==> src/pgw_regs.svh <==
// Purpose: Register map and field constants of the port pin configuration and wake-up block.
// Assumes: Classic Wishbone slave with 32-bit data, one aligned word per register.
// Notes:   Byte addresses; data sits in bits 7:0 and the bits above read as zero.
`ifndef PGW_REGS_SVH
`define PGW_REGS_SVH

`define PGW_NPORT          7
`define PGW_ADDR_W         8
// Per-port register groups: data, direction, pull-high, wake enable; port index times stride.
`define PGW_PORT_STRIDE    8'h10
`define PGW_OFS_DATA       8'h00
`define PGW_OFS_DIR        8'h04
`define PGW_OFS_PULL       8'h08
`define PGW_OFS_WAKE       8'h0c
`define PGW_OFS_WEDGE_LO   8'h80
`define PGW_OFS_WEDGE_HI   8'h84
`define PGW_OFS_SUPPLY     8'h88
`define PGW_OFS_SLEW_AB    8'h8c
`define PGW_OFS_SLEW_CD    8'h90
`define PGW_OFS_SLEW_EF    8'h94
`define PGW_OFS_SLEW_G     8'h98
`define PGW_OFS_STATUS     8'h9c
`define PGW_SUPPLY_MASK    8'h0f
`define PGW_SLEW_G_MASK    8'h0f
// Port E has no pin 1.
`define PGW_PORTE_MASK     8'hfd
`define PGW_EDGE_OFF       2'b00
`define PGW_EDGE_RISE      2'b01
`define PGW_EDGE_FALL      2'b10
`define PGW_EDGE_BOTH      2'b11
`define PGW_RESET_BYTE     8'h00

`endif

==> src/pgw_pkg.sv <==
// Purpose: Types shared by the port pin configuration and wake-up block.
// Assumes: Nothing beyond the register header.
// Notes:   Types only; numbers live in the header.
package pgw_pkg;
  typedef logic [7:0] pgw_byte_t;
  typedef enum logic [1:0] {
    PGW_BUS_IDLE,
    PGW_BUS_ACK
  } pgw_bus_e;
endpackage : pgw_pkg

==> src/pgw_port_ctrl.sv <==
// Purpose: GPIO ports A to G: direction, pull-high, supply, slew and wake-up detection.
// Assumes: One 20 MHz core_clk, sys_rst asynchronous active high, classic Wishbone slave.
// Notes:   Pin inputs pass two flip-flops before any logic reads them.
`timescale 1ns/1ps
`default_nettype none
`include "pgw_regs.svh"

module pgw_port_ctrl (
  input  wire logic        core_clk,
  input  wire logic        sys_rst,
  input  wire logic        wb_cyc_i,
  input  wire logic        wb_stb_i,
  input  wire logic        wb_we_i,
  input  wire logic [7:0]  wb_adr_i,
  input  wire logic [3:0]  wb_sel_i,
  input  wire logic [31:0] wb_dat_i,
  output logic      [31:0] wb_dat_o,
  output logic             wb_ack_o,
  output logic             wb_err_o,
  input  wire logic [55:0] pin_in,
  output logic      [55:0] pin_out,
  output logic      [55:0] pin_oe,
  output logic      [55:0] pin_pullup,
  input  wire logic [55:0] pin_is_gpio,
  input  wire logic [55:0] pin_is_nmos,
  input  wire logic        power_down,
  output logic             wake_req,
  output logic      [3:0]  porta_supply,
  output logic      [7:0]  slew_ab,
  output logic      [7:0]  slew_cd,
  output logic      [7:0]  slew_ef,
  output logic      [3:0]  slew_g
);

  localparam int NPIN = `PGW_NPORT * 8;

  logic [NPIN-1:0] out_latch;
  logic [NPIN-1:0] direction_regs;
  logic [NPIN-1:0] pullup_enable_regs;
  logic [NPIN-1:0] wake_enable_regs;
  logic [7:0]      porta_wake_edge_low;
  logic [7:0]      porta_wake_edge_high;
  logic [3:0]      porta_supply_select;
  logic [7:0]      slew_select_ab;
  logic [7:0]      slew_select_cd;
  logic [7:0]      slew_select_ef;
  logic [3:0]      slew_select_g;
  logic [NPIN-1:0] pin_sync;
  logic            wake_seen;
  logic [NPIN-1:0] pin_mask;
  logic [NPIN-1:0] next_wake_hit;
  logic [15:0]     porta_edge;
  logic            wr_stb;
  logic            rd_hit;
  logic [7:0]      next_rd;
  logic [2:0]      port_idx;
  logic [3:0]      port_ofs;
  logic            port_area;
  pgw_pkg::pgw_bus_e bus_state;

  assign porta_edge = {porta_wake_edge_high, porta_wake_edge_low};
  assign pin_mask   = {16'hffff, `PGW_PORTE_MASK, 32'hffffffff};
  assign port_idx   = wb_adr_i[6:4];
  assign port_ofs   = wb_adr_i[3:0];
  assign port_area  = (wb_adr_i[7] == 1'b0) && (port_idx < 3'd7);
  assign wr_stb     = wb_cyc_i && wb_stb_i && wb_we_i && wb_sel_i[0] && (bus_state == pgw_pkg::PGW_BUS_IDLE);

  // Address decode; unmapped addresses answer with err instead of ack.
  always_comb begin
    rd_hit  = 1'b1;
    next_rd = `PGW_RESET_BYTE;
    if (port_area) begin
      case (port_ofs)
        4'h0: next_rd = ((direction_regs[port_idx*8 +: 8] & pin_sync[port_idx*8 +: 8]) |
                         (~direction_regs[port_idx*8 +: 8] & out_latch[port_idx*8 +: 8]))
                        & pin_mask[port_idx*8 +: 8];
        4'h4: next_rd = direction_regs[port_idx*8 +: 8];
        4'h8: next_rd = pullup_enable_regs[port_idx*8 +: 8];
        4'hc: next_rd = wake_enable_regs[port_idx*8 +: 8];
        default: rd_hit = 1'b0;
      endcase
    end else begin
      case (wb_adr_i)
        `PGW_OFS_WEDGE_LO: next_rd = porta_wake_edge_low;
        `PGW_OFS_WEDGE_HI: next_rd = porta_wake_edge_high;
        `PGW_OFS_SUPPLY:   next_rd = {4'h0, porta_supply_select};
        `PGW_OFS_SLEW_AB:  next_rd = slew_select_ab;
        `PGW_OFS_SLEW_CD:  next_rd = slew_select_cd;
        `PGW_OFS_SLEW_EF:  next_rd = slew_select_ef;
        `PGW_OFS_SLEW_G:   next_rd = {4'h0, slew_select_g};
        `PGW_OFS_STATUS:   next_rd = {7'h00, wake_seen};
        default:           rd_hit = 1'b0;
      endcase
    end
  end

  // One answer per request; the ack drops in the cycle after it is given.
  always_ff @(posedge core_clk or posedge sys_rst) begin
    if (sys_rst) begin
      bus_state <= pgw_pkg::PGW_BUS_IDLE;
      wb_ack_o  <= 1'b0;
      wb_err_o  <= 1'b0;
      wb_dat_o  <= 32'h0;
    end else begin
      case (bus_state)
        pgw_pkg::PGW_BUS_IDLE: begin
          if (wb_cyc_i && wb_stb_i) begin
            bus_state <= pgw_pkg::PGW_BUS_ACK;
            wb_ack_o  <= rd_hit;
            wb_err_o  <= !rd_hit;
            wb_dat_o  <= {24'h0, next_rd};
          end
        end
        pgw_pkg::PGW_BUS_ACK: begin
          bus_state <= pgw_pkg::PGW_BUS_IDLE;
          wb_ack_o  <= 1'b0;
          wb_err_o  <= 1'b0;
        end
        default: bus_state <= pgw_pkg::PGW_BUS_IDLE;
      endcase
    end
  end

  // Output latch; it holds its value until software writes the port again.
  always_ff @(posedge core_clk or posedge sys_rst) begin
    if (sys_rst) begin
      out_latch <= '0;
    end else if (wr_stb && port_area && (port_ofs == 4'h0)) begin
      out_latch[port_idx*8 +: 8] <= wb_dat_i[7:0] & pin_mask[port_idx*8 +: 8];
    end
  end

  // Direction bits; a write lands at once, but pin_oe takes the change one cycle later.
  always_ff @(posedge core_clk or posedge sys_rst) begin
    if (sys_rst) begin
      direction_regs <= '0;
    end else if (wr_stb && port_area && (port_ofs == 4'h4)) begin
      direction_regs[port_idx*8 +: 8] <= wb_dat_i[7:0] & pin_mask[port_idx*8 +: 8];
    end
  end

  // Pull-high enable bits, one per pin.
  always_ff @(posedge core_clk or posedge sys_rst) begin
    if (sys_rst) begin
      pullup_enable_regs <= '0;
    end else if (wr_stb && port_area && (port_ofs == 4'h8)) begin
      pullup_enable_regs[port_idx*8 +: 8] <= wb_dat_i[7:0] & pin_mask[port_idx*8 +: 8];
    end
  end

  // Wake enable bits; the Port A byte is stored but its pins use the edge codes instead.
  always_ff @(posedge core_clk or posedge sys_rst) begin
    if (sys_rst) begin
      wake_enable_regs <= '0;
    end else if (wr_stb && port_area && (port_ofs == 4'hc)) begin
      wake_enable_regs[port_idx*8 +: 8] <= wb_dat_i[7:0] & pin_mask[port_idx*8 +: 8];
    end
  end

  // Port A wake edge codes.
  always_ff @(posedge core_clk or posedge sys_rst) begin
    if (sys_rst) begin
      porta_wake_edge_low  <= `PGW_RESET_BYTE;
      porta_wake_edge_high <= `PGW_RESET_BYTE;
    end else if (wr_stb && (wb_adr_i == `PGW_OFS_WEDGE_LO)) begin
      porta_wake_edge_low <= wb_dat_i[7:0];
    end else if (wr_stb && (wb_adr_i == `PGW_OFS_WEDGE_HI)) begin
      porta_wake_edge_high <= wb_dat_i[7:0];
    end
  end

  // Port A supply select; only four bits exist, so the upper nibble cannot be set.
  always_ff @(posedge core_clk or posedge sys_rst) begin
    if (sys_rst) begin
      porta_supply_select <= 4'h0;
    end else if (wr_stb && (wb_adr_i == `PGW_OFS_SUPPLY)) begin
      porta_supply_select <= wb_dat_i[3:0];
    end
  end

  // Slew selects, two bits per nibble of pins.
  always_ff @(posedge core_clk or posedge sys_rst) begin
    if (sys_rst) begin
      slew_select_ab <= `PGW_RESET_BYTE;
      slew_select_cd <= `PGW_RESET_BYTE;
      slew_select_ef <= `PGW_RESET_BYTE;
      slew_select_g  <= 4'h0;
    end else if (wr_stb) begin
      case (wb_adr_i)
        `PGW_OFS_SLEW_AB: slew_select_ab <= wb_dat_i[7:0];
        `PGW_OFS_SLEW_CD: slew_select_cd <= wb_dat_i[7:0];
        `PGW_OFS_SLEW_EF: slew_select_ef <= wb_dat_i[7:0];
        `PGW_OFS_SLEW_G:  slew_select_g  <= wb_dat_i[3:0];
        default: ;
      endcase
    end
  end

  // One wake cell per pin; Port A takes its edge code, the other ports wake on falling only.
  for (genvar i = 0; i < NPIN; i++) begin : g_pin
    logic [1:0] edge_sel;
    if (i < 8) begin : g_porta
      assign edge_sel = porta_edge[i*2 +: 2];
    end else begin : g_other
      assign edge_sel = wake_enable_regs[i] ? `PGW_EDGE_FALL : `PGW_EDGE_OFF;
    end
    pgw_wake_cell u_cell (
      .core_clk  (core_clk),
      .sys_rst   (sys_rst),
      .pin_raw   (pin_in[i]),
      .edge_sel  (edge_sel),
      .armed     (pin_is_gpio[i] & pin_mask[i] & power_down),
      .pin_level (pin_sync[i]),
      .hit       (next_wake_hit[i])
    );
  end

  // Wake request is a one-cycle pulse per transition.
  always_ff @(posedge core_clk or posedge sys_rst) begin
    if (sys_rst) begin
      wake_req <= 1'b0;
    end else begin
      wake_req <= |next_wake_hit;
    end
  end

  // Sticky record for software; a new wake wins over a clear in the same cycle.
  always_ff @(posedge core_clk or posedge sys_rst) begin
    if (sys_rst) begin
      wake_seen <= 1'b0;
    end else if (|next_wake_hit) begin
      wake_seen <= 1'b1;
    end else if (wr_stb && (wb_adr_i == `PGW_OFS_STATUS) && wb_dat_i[0]) begin
      wake_seen <= 1'b0;
    end
  end

  // Output data; the latch drives the pad even while the pin is an input.
  always_ff @(posedge core_clk or posedge sys_rst) begin
    if (sys_rst) begin
      pin_out <= '0;
    end else begin
      pin_out <= out_latch;
    end
  end

  // Output enable is high while the pin is driven.
  always_ff @(posedge core_clk or posedge sys_rst) begin
    if (sys_rst) begin
      pin_oe <= '0;
    end else begin
      pin_oe <= ~direction_regs & pin_mask;
    end
  end

  // Pull-ups apply only to input or open-drain functions.
  always_ff @(posedge core_clk or posedge sys_rst) begin
    if (sys_rst) begin
      pin_pullup <= '0;
    end else begin
      pin_pullup <= pullup_enable_regs & (direction_regs | pin_is_nmos) & pin_mask;
    end
  end

  // Pad configuration copies, one cycle behind the registers.
  always_ff @(posedge core_clk or posedge sys_rst) begin
    if (sys_rst) begin
      porta_supply <= 4'h0;
      slew_ab      <= 8'h00;
      slew_cd      <= 8'h00;
      slew_ef      <= 8'h00;
      slew_g       <= 4'h0;
    end else begin
      porta_supply <= porta_supply_select;
      slew_ab      <= slew_select_ab;
      slew_cd      <= slew_select_cd;
      slew_ef      <= slew_select_ef;
      slew_g       <= slew_select_g;
    end
  end

endmodule : pgw_port_ctrl

// Synchroniser and edge detector of one pin. The level after reset is low, so a pin that idles
// high shows one rising edge after reset; it is harmless because every pin's edge_sel is off after reset.
module pgw_wake_cell (
  input  wire logic       core_clk,
  input  wire logic       sys_rst,
  input  wire logic       pin_raw,
  input  wire logic [1:0] edge_sel,
  input  wire logic       armed,
  output logic            pin_level,
  output logic            hit
);

  logic pin_meta;
  logic pin_prev;

  // First stage may go metastable, so nothing but the second stage reads it.
  always_ff @(posedge core_clk or posedge sys_rst) begin
    if (sys_rst) begin
      pin_meta <= 1'b0;
    end else begin
      pin_meta <= pin_raw;
    end
  end

  always_ff @(posedge core_clk or posedge sys_rst) begin
    if (sys_rst) begin
      pin_level <= 1'b0;
    end else begin
      pin_level <= pin_meta;
    end
  end

  always_ff @(posedge core_clk or posedge sys_rst) begin
    if (sys_rst) begin
      pin_prev <= 1'b0;
    end else begin
      pin_prev <= pin_level;
    end
  end

  always_comb begin
    case (edge_sel)
      `PGW_EDGE_RISE: hit = armed & pin_level & ~pin_prev;
      `PGW_EDGE_FALL: hit = armed & ~pin_level & pin_prev;
      `PGW_EDGE_BOTH: hit = armed & (pin_level ^ pin_prev);
      default:        hit = 1'b0;
    endcase
  end

endmodule : pgw_wake_cell
`default_nettype wire

==> config.mk <==
export PLATFORM = sky130hd
export DESIGN_NAME = pgw_port_ctrl
export DESIGN_NICKNAME = d
export VERILOG_FILES = /design/src/pgw_pkg.sv /design/src/pgw_port_ctrl.sv
export VERILOG_INCLUDE_DIRS = /design/src /design/src/src
export SDC_FILE = /design/constraint.sdc
export NUM_CORES = 1
export LEC_CHECK = 0
export ABC_AREA = 1
export BUFFER_PORTS_ARGS = -buffer_cell sky130_fd_sc_hd__buf_2
export CAP_MARGIN = 20
export CORE_MARGIN = 8
export CORE_UTILIZATION = 35
export CTS_BUF_LIST = sky130_fd_sc_hd__clkbuf_8
export DETAILED_ROUTE_END_ITERATION = 12
export REMOVE_ABC_BUFFERS = 1
export SLEW_MARGIN = 20
export SYNTH_ARGS = -nofsm -noshare
export SYNTH_HDL_FRONTEND = slang
export SYNTH_SLANG_ARGS = --single-unit
==> constraint.sdc <==
create_clock -name core_clk -period 25 [get_ports core_clk]
set_clock_uncertainty 0.15 [all_clocks]
set_input_delay 2.5 -clock core_clk [delete_from_list [all_inputs] [get_ports core_clk]]
set_output_delay 2.5 -clock core_clk [all_outputs]
set_load 0.03 [all_outputs]
* After elaboration in Yosys (flattened, before gate mapping) *
Index checks and enable logic that the tools add are counted.

word-level totals
  input bits = 218
  bits in registers = 651
  word-level logic and storage cells = 1036
  output and inout bits = 235

cells by class
  multiplexer cells = 120
  add/subtract/negate cells = 1
  shifts and indexed selects = 8
  equal/unequal tests = 178
  reductions and logical operators = 30
  magnitude comparators = 1
  bitwise gates (word level) = 506

operator list
  cell                     number
  $and 1x1->1              330
  $shiftx 56x7->8          5
  $bwmux 56                4
  $eq 2x2->1 const B       110
  $pmux 1 s3               55
  $eq 2x1->1 const B       56
  $not 1->1                112
  $mux 2                   49
  $eq 8x8->1 const B       8
  $pmux 8 s8               1
  $and 56x56->56           1
  $not 56->56              1
  $or 56x56->56            1
  $shift 8x34->56 const A  1
  $shiftx 56x7->8 const A  1
  $shiftx 8x34->56         1
  $reduce_or 55->1         1
  $xor 1x1->1              55
  $neg 6->34               1
  $and 8x8->8              4
  $pmux 8 s4               1
  $logic_and 1x1->1        15
  $reduce_and 2->1         7
  $eq 4x4->1 const B       2
  other kinds (14)         22

* Depth between registers and ports, before layout *
Gate-level depths: netlist of the first run.

  depth in word-level cells = 8
  gate-level depth with buffers = 15
  depth with buffers taken out = 14

* Modules after synthesis *
Synthesis of the first run repeated with hierarchy kept, for this count alone.

unflattened totals
  cells, all modules = 3005
  area, all modules = 26940.8 sq um

by module, submodules not included
  module         area an instance (sq um)  instances  cells each  seq. area each (sq um)
  pgw_port_ctrl  20985.1                   1          2389        12086.6
  pgw_wake_cell  106.4                     56         11          75.1

* Worst setup path after synthesis of the first run *
OpenSTA, ideal clock, no wires.

  kind = input port to flip-flop
  start = input wb_adr_i[4]
  end = register wake_enable_regs[1]
  slack = 20.053 ns
  arrival = 4.669 ns
  setup time = 0.128 ns
  stages = 11
  path buffers = 4
  required time = 24.722 ns
  path through = buf_2 -> inv_2 -> buf_2 -> buf_1 -> ha_1 -> ha_1 -> inv_1 -> nor4_2 -> nand2_1 -> buf_2 -> mux2_1

between the ends
  word-level cells in the longest chain between the ends = 4
  elaborated cells between the ends (all ways) = 10
  classes of those cells = add/sub (1); order compare (1); shift (3); mux (1); bitwise (1); reduce/logical (3)

RTL lines
  element                                                       line                                        text
  start: declaration                                            pgw_port_ctrl.sv:14                         input wire logic [7:0] wb_adr_i,
  $shiftx 56x7->8 / $lt 3x3->1 (equally long branches)          pgw_port_ctrl.sv:156, pgw_port_ctrl.sv:65
  $and 8x8->8 / $logic_and 1x1->1 (equally long branches)       pgw_port_ctrl.sv:156, pgw_port_ctrl.sv:65
  $shiftx 8x34->56 / $logic_and 1x1->1 (equally long branches)  pgw_port_ctrl.sv:156, pgw_port_ctrl.sv:155
  $bwmux 56 / $logic_and 1x1->1 (equally long branches)         pgw_port_ctrl.sv:156, pgw_port_ctrl.sv:155
  end signal: indexed assignment                                pgw_port_ctrl.sv:156                        wake_enable_regs[port_idx*8 +: 8] <= wb_dat_i[7:0] & pin_mask[port_idx*8 +: 8];
  end: declaration                                              pgw_port_ctrl.sv:40                         logic [NPIN-1:0] wake_enable_regs;

Parallel ways exist; a longest one is shown, timed or not.
A chain may end at the register's enable or synchronous reset.

* Worst setup path in the final report of the first run *
  start = input wb_adr_i[4]
  end = register out_latch[30]

between the ends
  word-level cells in the longest chain between the ends = 4
  elaborated cells between the ends (all ways) = 10
  classes of those cells = add/sub (1); order compare (1); shift (3); mux (1); bitwise (1); reduce/logical (3)

RTL lines
  element                                                       line                                        text
  $shiftx 56x7->8 / $lt 3x3->1 (equally long branches)          pgw_port_ctrl.sv:129, pgw_port_ctrl.sv:65
  $and 8x8->8 / $logic_and 1x1->1 (equally long branches)       pgw_port_ctrl.sv:129, pgw_port_ctrl.sv:65
  $shiftx 8x34->56 / $logic_and 1x1->1 (equally long branches)  pgw_port_ctrl.sv:129, pgw_port_ctrl.sv:128
  $bwmux 56 / $logic_and 1x1->1 (equally long branches)         pgw_port_ctrl.sv:129, pgw_port_ctrl.sv:128
  end signal: indexed assignment                                pgw_port_ctrl.sv:129                        out_latch[port_idx*8 +: 8] <= wb_dat_i[7:0] & pin_mask[port_idx*8 +: 8];
  end: declaration                                              pgw_port_ctrl.sv:37                         logic [NPIN-1:0] out_latch;

Parallel ways exist; a longest one is shown, timed or not.

==> results.md, run 1 <==
- For this run, the register share of the synthesized area comes to 65.98%.
- By count the netlist is led by sky130_fd_sc_hd__nand2_1, sky130_fd_sc_hd__dfrtp_1, sky130_fd_sc_hd__o21ai_0.
- Yosys instantiated no cell more often than sky130_fd_sc_hd__nand2_1.
- The worst slack at placement is 18.75 ns.
- TritonCTS built the clock tree.
- The count of cells in the finished layout, fillers not included, comes to 3986.
- The clock sink count is 650.
- Static timing analysis puts the maximum clock frequency at 0.1782 GHz.
- Clock-pin slew was measured on the worst setup and hold paths at 0.06 ns.
- The cell depth of the worst hold path is 0.
- The worst register-to-register path has a setup slack of 22.13 ns.
- The detailed-route wire length is 91490 um.
- The overall power consumption is 2.137 mW.
- The share of final-layout standard cells stronger than drive strength 1 is 20.32%.
- The first TritonRoute pass finished after 6 iterations.
- In this run, placement finished with an instance count of 3783.
- The sequential share of power is 50.6%.
- The actual slew at the worst max-slew pin is 1.180 ns.
- 453 I/O pins were placed.
- In this run, post-CTS repair resized a total of 0 instances.
- The post-layout instance area is 29690 um^2.
- In this run, the number of DRC markers left after iteration 0 of detailed routing was 1934.
- The number of buffers inserted during clock tree synthesis is 105.
- The clock insertion delay at the later pin of the skew report is 0.71 ns.
- In this run the cell area of the synthesized design comes to 24650 um^2.
- After detailed routing, the average wire length per cell comes to 22.95 um.
- The worst setup path is captured at a register.
- After layout, the worst path uses 22.45% of the clock period.
- The library cell occupying the most area in the post-synthesis netlist is sky130_fd_sc_hd__dfrtp_1.
- In this run the horizontal extent of the chip is 281.4 um.
- Routability-driven placement finished with a final weighted congestion of 0.9158.
- The final count of pins violating max slew is 0.
- The worst setup path is of the in2reg kind.
- In this run the worst path has a maximum fanout of 46.
- The hold-fix buffer count after cts is 0.
- The worst setup path is launched from an input port.
- The initialized floorplan defines 97 standard-cell rows.
- The standard cell area after detailed placement is 27520 um^2.
- The die is 281.4 um tall.
- The internal power of the cells is 1.603 mW.
- The maximum number of pins on one net before global-route repair is 127.
- The total power per unit cell area is 71.97 nW/um^2.
- In this run switching power makes up 24.96% of total power.
- The worst path meets setup with 19.39 ns of slack.
- The share of total power in combinational logic is 6.3%.
- IR analysis of the VDD net gives a maximum drop of 0.00003409 V.
- For the worst setup path, the data required time is 25.43 ns.
- After detailed routing, the number of remaining DRC violations is 0.
- The via count of the first global-routing pass is 19100.
- Across every metal layer, demand over resource in global routing totals 22.60%.
- The buffer levels on the longest clock path is 3.
- The path class of the tightest hold or removal check is reg2reg.
- The filler cell count is 7062.
- The root buffer cell chosen for the clock tree is sky130_fd_sc_hd__clkbuf_8.
- The worst reg2reg path startpoint is bus_state[0].
- Detailed placement finished with a half-perimeter wire length of 67700 um.
- The worst register-to-register path ends at direction_regs[13].
- The leftover overflow at the end of global routing is 0.
- Of all flip-flops after synthesis, the portion carrying an async set or reset was 100.0%.
- The clock group share of total power is 43.1%.
- The first global-routing pass estimated 130300 um of wire.
- The run finished with clean final reports.
- The leakage power total is 14.67 nW.
- The die covers 79180 um^2.
- After detailed routing, the number of vias per cell comes to 4.876.
- Max-cap violations in this run came to 0.
- The average instance in the mapped netlist occupies 9.837 um^2.
- The floorplan core area is 69910 um^2.
- Summed over all nets, the switching power comes to 0.5332 mW.
- Setup repair after global routing left no endpoint under its margin.
- The arrival time reported for the critical path endpoint is 6.04 ns.
- The setup TNS after final layout is 0 ns.
- The area added between synthesis and finish is 20.43%.
- Buffers added to address setup during post-CTS repair amount to 0.
- The number of library cell types mapped by synthesis is 40.
- The count of nets left with antenna violations once routing finished came out at 0.
- The predominant post-synthesis flop cell is sky130_fd_sc_hd__dfrtp_1.
- After technology mapping, the gate count stands at 2506.
- The number of antenna violations at the first check in global routing came to 33.
- The worst-case hold slack is 0.1946 ns.
- The final hold violation count was 0.
- The number of synthesis warnings is 0.
- The number of enable flip-flop cells after synthesis is 0.
- The minimum clock period is 5.613 ns.
- Buffers placed on the I/O ports in this run total 397.
- The headroom to the max-slew limit is 20.75%.
- Setup violations remaining at the end of the flow were counted as 0.
- The worst min-delay path endpoint is g_pin[7].u_cell.pin_level.
- Counting flops and latches in the post-synthesis netlist gives 650.
- Counting cells, the worst reg-to-reg path comes to 9.
- The H-tree was split into 3 levels.
- In the post-synthesis netlist, the biggest area contributors are sky130_fd_sc_hd__dfrtp_1, sky130_fd_sc_hd__nand2_1, sky130_fd_sc_hd__o21ai_0.
- Once the floorplan was initialized, standard cells occupied 35.26% of the core.
- Of the post-synthesis cell area, the dominant cell type holds 65.98%.
- The final layout contains 3173 nets.
- The hold path startpoint is g_pin[7].u_cell.pin_meta.
- The final route contains 19436 vias.
- The final core utilization is 42.47%.
## final cells by class
cell class                 instances  area (um^2)  area share (%)
clock buffer                     135         1858           6.258
antenna                           19        47.55          0.1601
multi-input combinational       1554         7091           23.88
tap                              940         1176           3.962
clock inverter                    49        261.5          0.8808
timing repair buffer             419         2156           7.261
sequential                       650        16270           54.79
inverter                         220        833.3           2.807
## worst max-delay path by stage
stage                    endpoint         from  depth (start not counted)  slack [ns]
finish              out_latch[30]  wb_adr_i[4]                         11       19.39
global route        out_latch[30]  wb_adr_i[4]                         11       19.28
CTS                 out_latch[30]  wb_adr_i[4]                         11       19.53
detailed placement  out_latch[30]  wb_adr_i[4]                         11       18.75
global placement    out_latch[30]  wb_adr_i[4]                         11       18.75
floorplan            bus_state[0]      sys_rst                          1        4.14
## power by group through the flow
stage	clock network [mW]	logic, mW	registers, mW
detailed placement	0	0.134	1.10
CTS	0.941	0.135	1.08
global placement	0	0.134	1.10
floorplan	0	0.0616	1.11
global route	0.985	0.146	1.08
finish	0.920	0.134	1.08
## state kept, by name, summed over array words and instances, names as in the netlist, 55 cells and up
signal and flops:
direction_regs 56, g_pin.u_cell.pin_level 56, g_pin.u_cell.pin_meta 56, g_pin.u_cell.pin_prev 55
out_latch 56, pin_oe 55, pin_out 56, pin_pullup 55
pullup_enable_regs 56, wake_enable_regs 56
## cell usage in the layout, fill, tap and decap left out, types with 23 or more instances in the layout
cell / count
sky130_fd_sc_hd__conb_1: 26
sky130_fd_sc_hd__clkbuf_8: 135
sky130_fd_sc_hd__nor2_1: 143
sky130_fd_sc_hd__nand4_1: 40
sky130_fd_sc_hd__inv_1: 241
sky130_fd_sc_hd__nand2_1: 719
sky130_fd_sc_hd__dfrtp_1: 650
sky130_fd_sc_hd__nand3_1: 119
sky130_fd_sc_hd__a21oi_1: 40
sky130_fd_sc_hd__o21a_1: 35
sky130_fd_sc_hd__o211ai_1: 23
sky130_fd_sc_hd__o21ai_0: 278
sky130_fd_sc_hd__o21ai_1: 49
sky130_fd_sc_hd__buf_2: 397
## critical path, stage by stage
cell	delay, ns
sky130_fd_sc_hd__buf_2	0.09
sky130_fd_sc_hd__buf_4	0.21
sky130_fd_sc_hd__inv_2	0.31
sky130_fd_sc_hd__buf_4	0.62
sky130_fd_sc_hd__ha_1	0.39
sky130_fd_sc_hd__ha_1	0.26
sky130_fd_sc_hd__nand2_1	0.14
sky130_fd_sc_hd__inv_2	0.10
sky130_fd_sc_hd__nand2_1	0.16
sky130_fd_sc_hd__nor3_2	0.77
sky130_fd_sc_hd__mux2_2	0.41
## routing by layer
metal	vias to the layer above	global-route usage, %	part of all wire [%]
li1	8968	-	-
met4	28	8.951	3.4
met5	-	0	0.20
met3	163	5.427	8.3
met2	840	35.96	47
met1	9437	29.73	41
## kinds of logic (layout without fill, tap and decap cells)
logic type / count (synthesis) / count (layout) / synth area share, %
adders and majority gates: 5 / 5 / 0.2538
other: 1 / 45 / 0.01521
and+or+nand+nor: 1071 / 1071 / 17.97
DFF: 650 / 650 / 65.98
AOI/OAI and AO/OA: 445 / 445 / 9.811
muxes: 7 / 7 / 0.3197
buffers and inverters: 327 / 823 / 5.644
Note: power is estimated with default switching activity, not from simulation.
==> run 2: changes to the inputs <==
ABC_AREA = 0   (was 1)
clock period = 4.9 ns   (was 25 ns; I/O delays follow)
==> results.md, run 2 <==
- The cell count after placement is 3107 (-18%).
- The number of library cell types mapped by synthesis is 66 (+65%).
- The global-route wire length before repair is 134700 um (+3.4%).
- CTS placed an instance of sky130_fd_sc_hd__clkbuf_8 at the clock tree root.
- The total number of nets in the final design is 2617 (-18%).
- The chip width was 281.1 um (about the same).
- The leakage power total came to 14.98 nW (+2.1%).
- The detailed-route wire length was 94200 um (+3.0%).
- Leaving out fill and tap cells, the most frequent cells in the layout are sky130_fd_sc_hd__dfrtp_1, sky130_fd_sc_hd__buf_2, sky130_fd_sc_hd__nand2_1.
- The clock group share of total power was 44.0% (+0.9 points).
- The number of detailed-route iterations in the first pass is 5 (-1).
- The number of enable flip-flop cells after synthesis came to 0 (unchanged).
- The average size of a mapped cell is 13.67 um^2 (+39%).
- The number of placement rows came to 97 (unchanged).
- The cell depth of the worst hold path came to 2 (+2).
- TritonCTS built the clock tree.
- The logic depth of the worst register-to-register path was 6 (-3).
- The number of setup buffers added after CTS is 0 (unchanged).
- The setup TNS after final layout is 0 ns (unchanged).
- The maximum number of pins on one net before global-route repair came to 126 (-0.79%).
- Setup repair after global routing left no endpoint under its margin.
- The residual antenna-violating net count after detailed routing is 0 (unchanged).
- The count of port buffers added during placement is 397 (unchanged).
- The detail-routed via count per cell was 5.145 (+5.5%).
- The final count of pins violating max slew is 0 (unchanged).
- The die area was 79030 um^2 (-0.19%).
- The worst setup path is launched from an input port.
- The worst voltage drop across the vdd grid came to 0.0002170 V (+540%).
- Based on the critical path, the design can be clocked at up to 0.3037 GHz.
- The register-to-register setup slack is 1.93 ns (-20.20 ns).
- By area the synthesized netlist is led by sky130_fd_sc_hd__dfrtp_1, sky130_fd_sc_hd__mux2_2, sky130_fd_sc_hd__nand2_1.
- The filler cell count is 6370 (-9.8%).
- The clock insertion delay at the later pin of the skew report is 0.75 ns (+0.04 ns).
- The power dissipated by switching net loads is 2.855 mW (+440%).
- The type of the worst min-delay path is in2reg.
- The number of buffers inserted during clock tree synthesis came to 107 (+1.9%).
- The run finished with clean final reports.
- The number of synthesized register bits is 650 (unchanged).
- The last weighted congestion value of the routability-driven placer was 0.9435 (+3.0%).
- The async set-reset flop share out of synthesis is 100.0% (unchanged).
- The actual slew at the worst max-slew pin is 1.165 ns (-0.01442 ns).
- The worst hold path terminates at porta_wake_edge_high[3].
- The share of total power in combinational logic is 6.6% (+0.3 points).
- The via count of the first global-routing pass is 18894 (-1.1%).
- The total vias in the final route was 17654 (-9.2%).
- The cell area after technology mapping is 24600 um^2 (-0.20%).
- The floorplan core area was 69790 um^2 (-0.17%).
- The worst-case hold slack came to 0.06073 ns (-0.1339 ns).
- The count of boundary I/O pins is 453 (unchanged).
- The initial core utilization came to 35.25% (about the same).
- The placed wire-length estimate after detailed placement is 70800 um (+4.6%).
- The critical path data required time is 5.34 ns (-20.09 ns).
- Sorting the synthesized cells by how often they occur yields sky130_fd_sc_hd__dfrtp_1, sky130_fd_sc_hd__nand2_1, sky130_fd_sc_hd__mux2_2.
- The share of total power consumed by net switching came to 25.50% (+0.55 points).
- The post-route DRC violation count is 0 (unchanged).
- The final hold violation count is 0 (unchanged).
- The number of antenna violations at the first check in global routing is 7 (-79%).
- The endpoint identified for the worst register-to-register timing path is out_latch[11].
- Yosys instantiated no cell more often than sky130_fd_sc_hd__dfrtp_1.
- The headroom to the max-slew limit is 21.72% (+0.97 points).
- The routed length per placed instance is 27.45 um (+20%).
- The library cell occupying the most area in the post-synthesis netlist is sky130_fd_sc_hd__dfrtp_1.
- The area added between synthesis and finish is 26.56%.
- The internal power of the cells was 8.340 mW (+420%).
- The overall power consumption is 11.19 mW (+420%).
- The arrival time reported for the critical path endpoint is 3.73 ns (-2.31 ns).
- The sequential share of power is 49.4% (-1.2 points).
- The library cell used most frequently in the layout, excluding fill and tap cells, is sky130_fd_sc_hd__dfrtp_1.
- The number of endpoints failing setup at the final stage is 0 (unchanged).
- The number of synthesis warnings was 0 (unchanged).
- The synthesized instance count was 1800 (-28%).
- The worst path in the final design needs a cycle of 3.293 ns, including I/O delays and setup.
- The share of the synthesized area in the top cell type is 66.11% (+0.13 points).
- The total power per unit cell area is 359.5 nW/um^2 (+400%).
- The buffer levels on the longest clock path is 3 (unchanged).
- The count of placed standard cells in the final layout, fillers left out is 3431 (-14%).
- The overall die height is 281.1 um (about the same).
- By startpoint and endpoint, the worst setup path is classified as in2reg.
- The clock sink count is 650 (unchanged).
- The share of final-layout standard cells stronger than drive strength 1 was 33.44% (+13 points).
- The worst register-to-register path begins at bus_state[0].
- STA classifies the critical path endpoint as a register.
- The violation count after the first detailed-route iteration came to 1671 (-14%).
- The aggregate global-route resource usage came to 23.58% (+0.99 points).
- The largest driver fanout on the critical path is 16 (-65%).
- The part of the Yosys area used for sequential elements is 66.11% (+0.13 points).
- The reported max-cap violation count is 0 (unchanged).
- The clock-pin slew on the worst setup and hold paths is 0.07 ns (about the same).
- Among all flip-flop cells after synthesis, the most frequent one is sky130_fd_sc_hd__dfrtp_1.
- The H-tree depth is 3 (unchanged).
- The final core utilization was 44.62% (+2.2 points).
- The worst hold path begins at wb_dat_i[3].
- The final worst-path cycle share is 67.19%.
- The leftover overflow at the end of global routing is 0 (unchanged).
- The post-cts gate resize count was 0 (unchanged).
==> run 2: cell count changes in the layout (fill, tap and decap cells not counted), sizes merged, moves of 23 or more <==
cell,change
mux2i,+73
nand2,-521
o21ai,-212
mux4,+32
a22oi,+31
inv,-160
dlygate4sd3,+118
nand4b,+48
nor2,-79
a21oi,-23
mux2,+158
nand3,-93
==> run 2: worst max path at each step <==
| stage | end | startpoint | cells past startpoint |
|---|---|---|---|
| after floorplan | bus_state[0] | sys_rst | 1 |
| after global placement | out_latch[55] | wb_adr_i[4] | 8 |
| after detailed placement | pullup_enable_regs[54] | wb_adr_i[4] | 8 |
| after CTS | pullup_enable_regs[54] | wb_adr_i[4] | 8 |
| after global routing | pullup_enable_regs[52] | wb_adr_i[4] | 8 |
| final | pullup_enable_regs[54] | wb_adr_i[4] | 8 |
==> run 2: cells by family after synthesis <==
group | after synthesis | synth area share [%]
flip-flops | 650 | 66.11
AND/OR/NAND/NOR | 435 | 9.429
AO/OA/AOI/OAI | 290 | 7.608
multiplexers | 270 | 13.45
buffers and inverters | 149 | 3.128
adder cells (fa/ha/maj) | 5 | 0.2543
other | 1 | 0.01524
==> run 2: repair_timing <==
| action | CTS | global route |
|---|---|---|
| hold endpoints to repair | 225 | 0 |
| hold buffers | 118 | 0 |
| setup endpoints to repair | 0 | 0 |
==> run 2: worst max-delay path, cell delays in order <==
cell and delay [ns]:
sky130_fd_sc_hd__buf_4 0.29, sky130_fd_sc_hd__clkinv_1 0.17, sky130_fd_sc_hd__ha_1 0.49, sky130_fd_sc_hd__ha_1 0.50
sky130_fd_sc_hd__nor3b_1 0.75, sky130_fd_sc_hd__nand3_1 0.67, sky130_fd_sc_hd__nand2_1 0.23, sky130_fd_sc_hd__o21ai_0 0.10
==> run 2: layout make-up <==
cell class              instances  area, um^2  share of cell area [%]
clock buffers                 136        1872                   6.011
flip-flops and latches        650       16270                   52.24
diodes                          6       15.01                 0.04822
clock inverters                64       399.1                   1.282
multi-input cells            1026        7676                   24.65
inverters                      60       232.7                  0.7474
repair buffers                549        3501                   11.24
well taps                     940        1176                   3.777
==> run 2: power by group through the flow <==
stage	Sequential, mW	Clock, mW	Combinational, mW
final	5.53	4.93	0.738
after global routing	5.53	5.30	0.784
after CTS	5.53	5.04	0.738
after global placement	5.62	0	0.659
after detailed placement	5.62	0	0.662
after floorplan	5.64	0	0.276
==> run 2: stage by stage <==
stage               worst slack [ns]  instance area, um^2
detailed placement             1.004                27670
finish                         1.607                31140
global placement               1.057                27670
global route                   1.517                31130
CTS                            1.817                31120
floorplan                     -13.95                24150
==> run 2: per-layer routing <==
metal	wire length (um)	global-route usage, %	up-vias
li1	-	-	7565
met4	3890	10.60	4
met5	23	0	-
met1	38740	30.98	9082
met3	7364	4.939	172
met2	44180	37.45	831
